`src/sdor_pkg.sv`:
```
/*
  Package for the sigma-delta overload recovery block: widths, full-scale codes,
  sequence lengths and feedback current scaling.
  Assumes a single modulator-rate clock; no software-visible registers.
*/
package sdor_pkg;
  localparam int QUANT_W = 5;
  localparam logic [QUANT_W-1:0] CODE_POS_FS = 5'h0F;
  localparam logic [QUANT_W-1:0] CODE_NEG_FS = 5'h10;
  localparam int WINDOW_LEN = 8;
  localparam int HIT_LIMIT = 5;
  localparam int RESET_CYCLES = 16;
  localparam int RESTORE_CYCLES = 48;
  localparam int RECOVER_CYCLES = RESET_CYCLES + RESTORE_CYCLES;
  localparam logic [5:0] BOOST_DB = 6'h06;
  localparam int STEP_CYCLES = RESTORE_CYCLES / 6;
  localparam int ATTEN_W = 6;
  localparam int CODE_W = 7;
  localparam logic [CODE_W-1:0] CODE_FULL = 7'h40;
  localparam logic [CODE_W-1:0] CODE_MIN = 7'h10;
  localparam logic [CODE_W-1:0] CODE_RESET = 7'h40;
  localparam logic [7:0] HALF_UA_PER_CODE = 8'h7D;
  localparam int CURRENT_W = 14;
  localparam logic [5:0] CNT_ZERO = 6'h00;

  typedef enum logic [2:0]
  {
    SDOR_IDLE = 3'b001,
    SDOR_LOOP_RESET = 3'b010,
    SDOR_RESTORE = 3'b100
  } sdor_state_t;
endpackage : sdor_pkg

```
`src/sdor_det_if.sv`:
```
/*
  Carrier between the recovery controller and its overload detector.
  Assumes both ends run on the same modulator clock.
*/
`timescale 1ns/1ps
`default_nettype none
interface sdor_det_if;
  logic [sdor_pkg::QUANT_W-1:0] code;
  logic overload;
  modport det (input code, output overload);
  modport ctl (output code, input overload);
endinterface : sdor_det_if
`default_nettype wire

```
`src/sdor_detector.sv`:
```
/*
  Overload detector: sliding window of the latest quantizer samples, flags a
  declared overload as a one-cycle pulse.
  Assumes one quantizer code per clock, driven from logic on the same clock.
*/
`timescale 1ns/1ps
`default_nettype none
module sdor_detector
(
  input wire logic clk_sys,
  input wire logic reset,
  sdor_det_if.det det
);
  import sdor_pkg::*;

  logic [WINDOW_LEN-1:0] hits;
  logic [WINDOW_LEN-1:0] next_hits;
  logic overload;
  logic next_overload;
  logic [3:0] count;
  logic is_fs;

  always_comb
  begin
    is_fs = (det.code == CODE_POS_FS) || (det.code == CODE_NEG_FS);
    next_hits = {hits[WINDOW_LEN-2:0], is_fs};
    count = 4'h0;
    for (int i = 0; i < WINDOW_LEN; i++)
    begin
      count = count + {3'h0, next_hits[i]};
    end
    next_overload = (count > 4'(HIT_LIMIT));
    // The window is emptied once an overload is declared, since the loop is being
    // reset and the old samples no longer describe it.
    if (next_overload)
    begin
      next_hits = '0;
    end
  end

  always_ff @(posedge clk_sys)
  begin
    if (reset)
    begin
      hits <= '0;
      overload <= 1'b0;
    end
    else
    begin
      hits <= next_hits;
      overload <= next_overload;
    end
  end

  assign det.overload = overload;
endmodule : sdor_detector
`default_nettype wire

```
`src/sdor_recovery.sv`:
```
/*
  Sigma-delta overload recovery controller: detects quantizer overload, resets
  the modulator loop, boosts the attenuation and walks it back, and scales the
  full-scale feedback current code.
  Assumes quant_code and the settings come from logic on clk_sys (modulator clock).
  The current code and base attenuation are plain levels from configuration logic
  elsewhere; the block holds no software-visible registers of its own.
  The decimation filters that must flush data taken during an overload lie outside,
  and samples_valid only tells them when the modulator output is trustworthy again.
*/
`timescale 1ns/1ps
`default_nettype none
// Function
// - The detector compares 5-bit quantizer codes against the most positive and most negative codes.
// - Overload is declared when more than five of eight consecutive samples are full scale.
// - On overload the loop state is forced to zero and the attenuation is raised by 6 dB.
// - The loop reset is held for 16 modulator cycles after detection and then released.
// - After release the attenuation steps back to its original value over 48 cycles.
// - A new overload restarts the whole reset and attenuation sequence.
// - Samples are flagged valid again within 64 cycles once the input is back in range.
// - The full-scale feedback current is 4 mA times the code over 64, from 4 mA down to 1 mA.
module sdor_recovery
(
  input wire logic clk_sys,
  input wire logic reset,
  input wire logic [sdor_pkg::QUANT_W-1:0] quant_code,
  input wire logic [sdor_pkg::ATTEN_W-1:0] base_atten_db,
  input wire logic [sdor_pkg::CODE_W-1:0] feedback_current_code,
  output logic loop_reset,
  output logic [sdor_pkg::ATTEN_W-1:0] atten_db,
  output logic samples_valid,
  output logic overload_event,
  output logic [sdor_pkg::CURRENT_W-1:0] feedback_current_half_ua
);
  import sdor_pkg::*;

  // The detector sits on its own carrier so that its window logic can be replaced
  // without touching the sequence controller.
  sdor_det_if det_bus ();

  sdor_state_t state;
  sdor_state_t next_state;
  logic [5:0] cnt;
  logic [5:0] next_cnt;
  logic [5:0] boost;
  logic [ATTEN_W-1:0] next_atten_db;
  logic [CODE_W-1:0] code_clamped;
  logic [CURRENT_W-1:0] next_current;
  logic next_loop_reset;
  logic next_samples_valid;
  logic next_overload_event;

  assign det_bus.code = quant_code;

  sdor_detector u_det
  (
    .clk_sys(clk_sys),
    .reset(reset),
    .det(det_bus.det)
  );

  // Sequence timeline, counted from the edge that registers the detector's pulse:
  // RESET_CYCLES edges of loop reset with the full boost, then RESTORE_CYCLES edges
  // in which the boost drops by one decibel every STEP_CYCLES, then idle.
  // The counter restarts from zero at each change of state, so six bits cover the
  // longest phase; a detection in any phase starts again at the first, which is
  // what keeps a stubborn overload from being released half-way.
  always_comb
  begin
    next_state = state;
    next_cnt = cnt;
    case (state)
      SDOR_IDLE:
      begin
        next_cnt = CNT_ZERO;
      end
      SDOR_LOOP_RESET:
      begin
        if (cnt == 6'(RESET_CYCLES - 1))
        begin
          next_state = SDOR_RESTORE;
          next_cnt = CNT_ZERO;
        end
        else
        begin
          next_cnt = cnt + 6'h01;
        end
      end
      SDOR_RESTORE:
      begin
        if (cnt == 6'(RESTORE_CYCLES - 1))
        begin
          next_state = SDOR_IDLE;
          next_cnt = CNT_ZERO;
        end
        else
        begin
          next_cnt = cnt + 6'h01;
        end
      end
      default:
      begin
        next_state = SDOR_IDLE;
        next_cnt = CNT_ZERO;
      end
    endcase
    // Detection takes priority over any step of a sequence already under way,
    // since the loop may have gone unstable again before the boost was gone.
    if (det_bus.overload)
    begin
      next_state = SDOR_LOOP_RESET;
      next_cnt = CNT_ZERO;
    end
  end

  // The boost follows next_state, so atten_db moves on the same edge as
  // loop_reset instead of one cycle behind it.
  always_comb
  begin
    boost = 6'h00;
    if (next_state == SDOR_LOOP_RESET)
    begin
      boost = BOOST_DB;
    end
    else if (next_state == SDOR_RESTORE)
    begin
      // One decibel comes off every eighth cycle of the restore phase.
      boost = BOOST_DB - 6'(next_cnt / 6'(STEP_CYCLES));
    end
    next_atten_db = base_atten_db + boost;
  end

  // A base setting near the top of the attenuator span wraps when boosted; the
  // configuration side is expected to keep base_atten_db within that span.
  always_ff @(posedge clk_sys)
  begin
    if (reset)
    begin
      atten_db <= '0;
    end
    else
    begin
      atten_db <= next_atten_db;
    end
  end

  always_comb
  begin
    // Codes outside the span are clamped so the current never leaves 1..4 mA.
    if (feedback_current_code > CODE_FULL)
    begin
      code_clamped = CODE_FULL;
    end
    else if (feedback_current_code < CODE_MIN)
    begin
      code_clamped = CODE_MIN;
    end
    else
    begin
      code_clamped = feedback_current_code;
    end
    // 4 mA / 64 is 62.5 uA per code step, kept exact in half-microamp units.
    // Both factors are widened first so the product keeps all thirteen bits.
    next_current = CURRENT_W'(code_clamped) * CURRENT_W'(HALF_UA_PER_CODE);
  end

  always_ff @(posedge clk_sys)
  begin
    if (reset)
    begin
      feedback_current_half_ua <= CURRENT_W'(CODE_RESET) * CURRENT_W'(HALF_UA_PER_CODE);
    end
    else
    begin
      feedback_current_half_ua <= next_current;
    end
  end

  // overload_event repeats the detector's pulse on the edge that starts the
  // sequence, so the pulse marks the first cycle of loop reset.
  always_comb
  begin
    next_loop_reset = (next_state == SDOR_LOOP_RESET);
    next_samples_valid = (next_state == SDOR_IDLE);
    next_overload_event = det_bus.overload;
  end

  always_ff @(posedge clk_sys)
  begin
    if (reset)
    begin
      loop_reset <= 1'b0;
      samples_valid <= 1'b1;
      overload_event <= 1'b0;
    end
    else
    begin
      loop_reset <= next_loop_reset;
      samples_valid <= next_samples_valid;
      overload_event <= next_overload_event;
    end
  end

  // State and counter are cleared together, so a reset in mid-sequence leaves no
  // partial count for the next detection to inherit.
  always_ff @(posedge clk_sys)
  begin
    if (reset)
    begin
      state <= SDOR_IDLE;
      cnt <= CNT_ZERO;
    end
    else
    begin
      state <= next_state;
      cnt <= next_cnt;
    end
  end
endmodule : sdor_recovery
`default_nettype wire

```
`config.mk`:
```
export PLATFORM = sky130hd
export DESIGN_NAME = sdor_recovery
export DESIGN_NICKNAME = d
export VERILOG_FILES = /design/src/sdor_pkg.sv /design/src/sdor_det_if.sv /design/src/sdor_detector.sv /design/src/sdor_recovery.sv
export SDC_FILE = /design/constraint.sdc
export NUM_CORES = 1
export LEC_CHECK = 0
export BUFFER_PORTS_ARGS = -buffer_cell sky130_fd_sc_hd__buf_2
export CORE_UTILIZATION = 52
export DETAILED_ROUTE_END_ITERATION = 12
export PLACE_DENSITY = 0.84
export SYNTH_ARGS = -nofsm -noshare
export SYNTH_HDL_FRONTEND = slang
export SYNTH_HIERARCHICAL = 1
export SYNTH_SLANG_ARGS = --single-unit
```
`constraint.sdc`:
```
create_clock -name clk_sys -period 4.1 [get_ports clk_sys]
set_input_delay 0 -clock clk_sys [delete_from_list [all_inputs] [get_ports clk_sys]]
set_output_delay 0 -clock clk_sys [all_outputs]
set_load 0.1 [all_outputs]
```
==> Word-level counts from Yosys, hierarchy flattened <==
Index checks and enable logic that the tools add are counted.
{ "op_classes": {"add_sub_neg": 10, "mul": 1, "div_mod_pow": 0, "n_lt_le_gt_ge": 3, "n_eq_ne": 10, "n_shift": 0, "mux": 12, "bitwise": 0, "n_reduce_logical": 3} }
{ "ops": {"columns": ["cell", "count"], "rows": [
  ["two-way mux 6 bit", 5],
  ["adder 4 x 1 -> 4 bit", 5],
  ["multiplier 7 x 7 -> 14 bit (second input constant)", 1],
  ["two-way mux 7 bit", 2],
  ["one-hot mux 6 bit (2 select lines)", 1],
  ["two-way mux 3 bit", 3],
  ["one-hot mux 3 bit (3 select lines)", 1],
  ["> comparator 7 bit (second input constant)", 1],
  ["less-than comparator 7 x 5 -> 1 bit (second input constant)", 1],
  ["adder 6 x 1 -> 6 bit (second input constant)", 1],
  ["adder 6 bit", 1],
  ["equality test 3 x 1 -> 1 bit (second input constant)", 2],
  ["equality test 3 x 2 -> 1 bit (second input constant)", 2],
  ["equality test 3 bit (second input constant)", 2],
  ["equality test 6 x 4 -> 1 bit (second input constant)", 1],
  ["equality test 6 bit (second input constant)", 1],
  ["equality test 5 x 4 -> 1 bit (second input constant)", 1],
  ["equality test 5 bit (second input constant)", 1],
  ["> comparator 4 x 3 -> 1 bit (second input constant)", 1],
  ["OR reduction 2 bit", 2],
  ["subtractor 3 x 3 -> 4 bit (first input constant)", 1],
  ["adder 2 x 1 -> 3 bit", 1],
  ["adder 1 x 1 -> 2 bit", 1],
  ["logical OR 1 bit", 1]
]} }
{ "word_totals": {"regBits": 40, "latch_bits": 0, "mem_bits_rw": 0, "rom_bits": 0, "in_bits": 20, "out_inout_bits": 23, "n_memories": 0} }

==> Depth between registers and ports, before layout <==
{ "logic_depth": {"depth_word": 11, "mapped_depth": 15} }

==> Cells and area by module <==
Netlist, hierarchy kept.
{ "modules_own_cells": {"columns": ["module", "n_inst", "cells_each", "area_each_um2", "seq_area_each_um2"], "rows": [
  ["sdor_recovery", 1, 279, 2548.7, 640.6],
  ["sdor_detector", 1, 43, 449.2, 160.2]
]} }

==> Worst setup path after synthesis <==
No wires, ideal clock.
{ "synth_path": {"path_kind": "input -> register", "start": "input port feedback_current_code[5] (netlist bit)", "end": "register feedback_current_half_ua[13] (netlist bit)", "t_arrival_ps": 3722, "required_time_ps": 3979, "slack_ps": 257, "cell_stages": 15, "n_path_buf": 0, "path_cell_list": "nor2_1 -> nor2_1 -> and2_1 -> fa_1 -> fa_1 -> inv_1 -> fa_1 -> inv_1 -> fa_1 -> ha_1 -> a21o_1 -> a21oi_1 -> a21boi_0 -> o22ai_1 -> mux2_2"} }
{ "synth_via": {"elab_chain_cells": 4, "word_cells_on_any_way": 5, "classes_between": "mul (1); order compare (2); mux (2)"} }
{ "synth_rtl": {"columns": ["item", "line_no", "source"], "rows": [
  ["start: declaration", "sdor_recovery.sv:28", "input wire logic [sdor_pkg::CODE_W-1:0] feedback_current_code,"],
  ["less-than comparator 7 x 5 -> 1 bit", "sdor_recovery.sv:154", "else if (feedback_current_code < CODE_MIN)"],
  ["two-way mux 7 bit", "sdor_recovery.sv:154", null],
  ["two-way mux 7 bit (*)", "sdor_recovery.sv:150", "if (feedback_current_code > CODE_FULL)"],
  ["net code_clamped[0]", "sdor_recovery.sv:47", "logic [CODE_W-1:0] code_clamped;"],
  ["multiplier 7 x 7 -> 14 bit (*)", "sdor_recovery.sv:164", "next_current = CURRENT_W'(code_clamped) * CURRENT_W'(HALF_UA_PER_CODE);"],
  ["end signal: assignment", "sdor_recovery.sv:171", "feedback_current_half_ua <= CURRENT_W'(CODE_RESET) * CURRENT_W'(HALF_UA_PER_CODE);"],
  ["end signal: assignment", "sdor_recovery.sv:175", "feedback_current_half_ua <= next_current;"],
  ["end: declaration", "sdor_recovery.sv:33", "output logic [sdor_pkg::CURRENT_W-1:0] feedback_current_half_ua"]
]} }
Mark *: on every way through the listed nets, which the timed path passes. The rest lies on a longest branch.
A chain may end at the register's enable or synchronous reset.

==> Worst setup path in the final report <==
{ "layout_path": {"start": "input port feedback_current_code[0] (netlist bit)", "end": "register feedback_current_half_ua[13] (netlist bit)"} }
The elaborated chain is that of the path after synthesis.

==> impl_metrics.json <==
{
  "run_status": "complete, no violations",
  "fin_nets": 454,
  "cts_buffers": 5,
  "grt_pass1_vias": 2262,
  "crit_arrival_ns": 4.18,
  "synthTopCellsByArea": "dfxtp_1, ha_1, fa_1",
  "ys_seq_elements": 40,
  "grt_usage_pct": 20.8,
  "drc": 0,
  "diodes": 0,
  "worstSetupEndpointType": "flip-flop",
  "wl_microns": 5620,
  "firstDrtPassIters": 4,
  "leakage_nw": 1.80,
  "cts_root_buffer": "clkbuf_8",
  "period_needed_ns": 3.98,
  "rsz0062_at_grt": "true",
  "multi_input_area_sq_mm": 0.00202,
  "syn_to_final_growth_pct": 15.7,
  "p_per_area_mw_per_mm2": 455,
  "postSynthCellCount": 322,
  "cts_tree": "done",
  "dp_hpwl_microns": 4500,
  "maxCapViolations": 0,
  "synth_warnings": 6,
  "fillCellCount": 474,
  "syn_area_sq_mm": 0.00300,
  "synth-seq-area-share_pct": 26.7,
  "antenna_found_initial": 0,
  "async_flop_share_pct": 0,
  "fp.dieH_microns": 77.9,
  "grt_pass1_wl_microns": 9970,
  "worst_path_largest_cell_delay_ns": 0.53,
  "fmax_mhz": 252,
  "avgSynthCellArea_sq_um": 9.31,
  "clockBufferDepth": 2,
  "yosysTopAreaCell": "dfxtp_1",
  "path_clk_slew_ns": 0.09,
  "worst_slack_ns": 0.125,
  "required_ns": 4.30,
  "grt-ovfl-total": 0,
  "synth_nets": 403,
  "crit_chain": "dlygate4sd3_1 > buf_2 > and2_1 > fa_1 > fa_1 > inv_1 > fa_1 > inv_1 > fa_1 > ha_1 > a21o_1 > a21oi_1 > a21boi_1 > o22ai_1 > mux2_2",
  "stdcell_area_sq_mm": 0.00347,
  "cpMostUsedCell": "fa_1",
  "final_max_slew_viol_count": 0,
  "grt_max_degree": 36,
  "post_cts_buffers": 0,
  "htree_num_levels": 2,
  "place_ws_ns": -0.0146,
  "numPortBuffers": 42,
  "synth-edff-count": 0,
  "yosysTopAreaCellShare_pct": 26.7,
  "post-route-period-util_pct": 97.0,
  "rows": 27,
  "ant_nets": 0,
  "cp_max_fo": 3,
  "clk_latency_ns": 0.30,
  "finalSetupViolCount": 0,
  "drt_first_iter_violations": 72,
  "dieArea_sq_mm": 0.00607,
  "ff_latch_area_sq_um": 801,
  "drive_above_1_share_pct": 19.3,
  "min_path_type": "in2reg",
  "cp-start-kind": "input port",
  "placed_cell_area_sq_mm": 0.00333,
  "crit_type": "in2reg",
  "pin_count": 43,
  "vdd.ir_drop.worst_v": 0.000385,
  "gp_congestion": 0.865,
  "core_sq_mm": 0.00554,
  "num_vias": 2302,
  "synthFlopType": "dfxtp_1",
  "start_util_pct": 54.1,
  "vias_per_cell": 5.16,
  "hold_viol": 0,
  "finClkSkew_ns": 0.00983,
  "slew_headroom_pct": 57.7,
  "cts_sinks": 40,
  "tightestPinTransition_ns": 0.634,
  "routedWlPerCell_microns": 12.6,
  "synth.distinct_cells": 49,
  "dieWidth_microns": 77.9,
  "worst_path_max_delay_cell": "dlygate4sd3_1"
}
[final timing paths]
check	end	slack (ns)	from	cells past startpoint
min reg2reg	cnt[0]	0.48	cnt[0]	1
min	feedback_current_half_ua[2]	0.04	feedback_current_code[2]	3
max	feedback_current_half_ua[13]	0.12	feedback_current_code[0]	15
max reg2reg	atten_db[5]	0.41	cnt[0]	14
[power breakdown]
group	switching (mW)	total (mW)	internal [mW]
registers	0.0142	0.446	0.432
clock network	0.151	0.350	0.199
logic	0.554	0.784	0.230
total	0.719	1.58	0.861
[synth_stat cells, drive strengths merged, types with 7 or more instances]
library cell  number
nor2              24
fa                20
dfxtp             40
inv               43
a21o               9
xnor2              7
o21ai              7
a21oi             15
nand2             14
and2              14
nand2b             7
nor2b             12
ha                41
[per-stage QoR]
step | TNS, ns | hold WS [ns] | power (mW) | std cells | utilization (%)
final | 0 | 0.0401 | 1.58 | 446 | 62.6
after global routing | -0.0476 | 0.0495 | 1.68 | 446 | 62.6
after CTS | 0 | 0.0316 | 1.59 | 446 | 62.4
after detailed placement | -0.0146 | 0.312 | 1.23 | 437 | 60.1
after global placement | 0 | 0.316 | 1.21 | 437 | 60.1
after floorplan | 0 | 0.0724 | 1.08 | 322 | -
[sequential cells by signal, summed over array words and instances, names as in the netlist]
| register | count |
|---|---|
| feedback_current_half_ua | 14 |
| u_det/hits | 7 |
| atten_db | 6 |
| cnt | 6 |
| state | 3 |
| loop_reset | 1 |
| overload_event | 1 |
| samples_valid | 1 |
| u_det/det.overload | 1 |
[kinds of logic (layout without fill, tap and decap cells)]
family	after synthesis	count (layout)	synth area share, %
and+or+nand+nor	99	99	18.8
DFF	40	40	26.7
buffers and inverters	49	101	6.14
AOI/OAI and AO/OA	53	53	11.9
adders and majority gates	61	61	30.5
xor gates and xnor gates	13	13	3.80
muxes	6	6	2.05
other	1	1	0.125
[layout by cell type (no fill, tap or decap), drive strengths merged, types with 2 or more instances in the layout]
cell / synthesis / routed
buf: 0 / 49
inv: 43 / 43
ha: 41 / 41
dfxtp: 40 / 40
nor2: 24 / 24
fa: 20 / 20
a21oi: 15 / 15
nand2: 14 / 14
and2: 14 / 14
nor2b: 12 / 12
a21o: 9 / 9
nand2b: 7 / 7
o21ai: 7 / 7
xnor2: 7 / 7
xor2: 6 / 6
clkbuf: 6 / 6
mux2i: 5 / 5
nor3: 4 / 4
and3: 4 / 4
o21bai: 4 / 4
nor4b: 3 / 3
nor3b: 3 / 3
a21boi: 3 / 3
a211oi: 3 / 3
nand4b: 3 / 3
nand3: 2 / 2
or3: 2 / 2
o21a: 2 / 2
or2: 2 / 2
and4b: 2 / 2
[timing repair]
item                       in CTS  in global routing
setup endpoints to repair       0                  3
hold buffers                    1                  0
hold endpoints to repair        1                  0
gates resized for setup         0                  3
[layout make-up]
class	instances	area share, %
Clock inverter	2	1.12
Multi-Input combinational cell	233	58.3
Clock buffer	6	2.38
Sequential cell	40	23.1
Tap cell	72	2.60
Timing Repair Buffer	50	7.86
Inverter	43	4.65
[routing by layer]
layer	wire, microns	GRT usage [%]	vias up
met4	69	6.67	0
met3	189	3.65	5
li1	-	-	1178
met1	2580	25.3	1073
met2	2780	37.1	46
met5	0	0	-
[worst max-delay path, delay by kind of cell]
kind	cells	cell delay [ns]
compound gates	4	0.60
buf+inv	4	0.78
simple gates	1	0.16
mux	1	0.35
fa+ha+maj	5	2.27
Note: power is estimated with default switching activity, not from simulation.
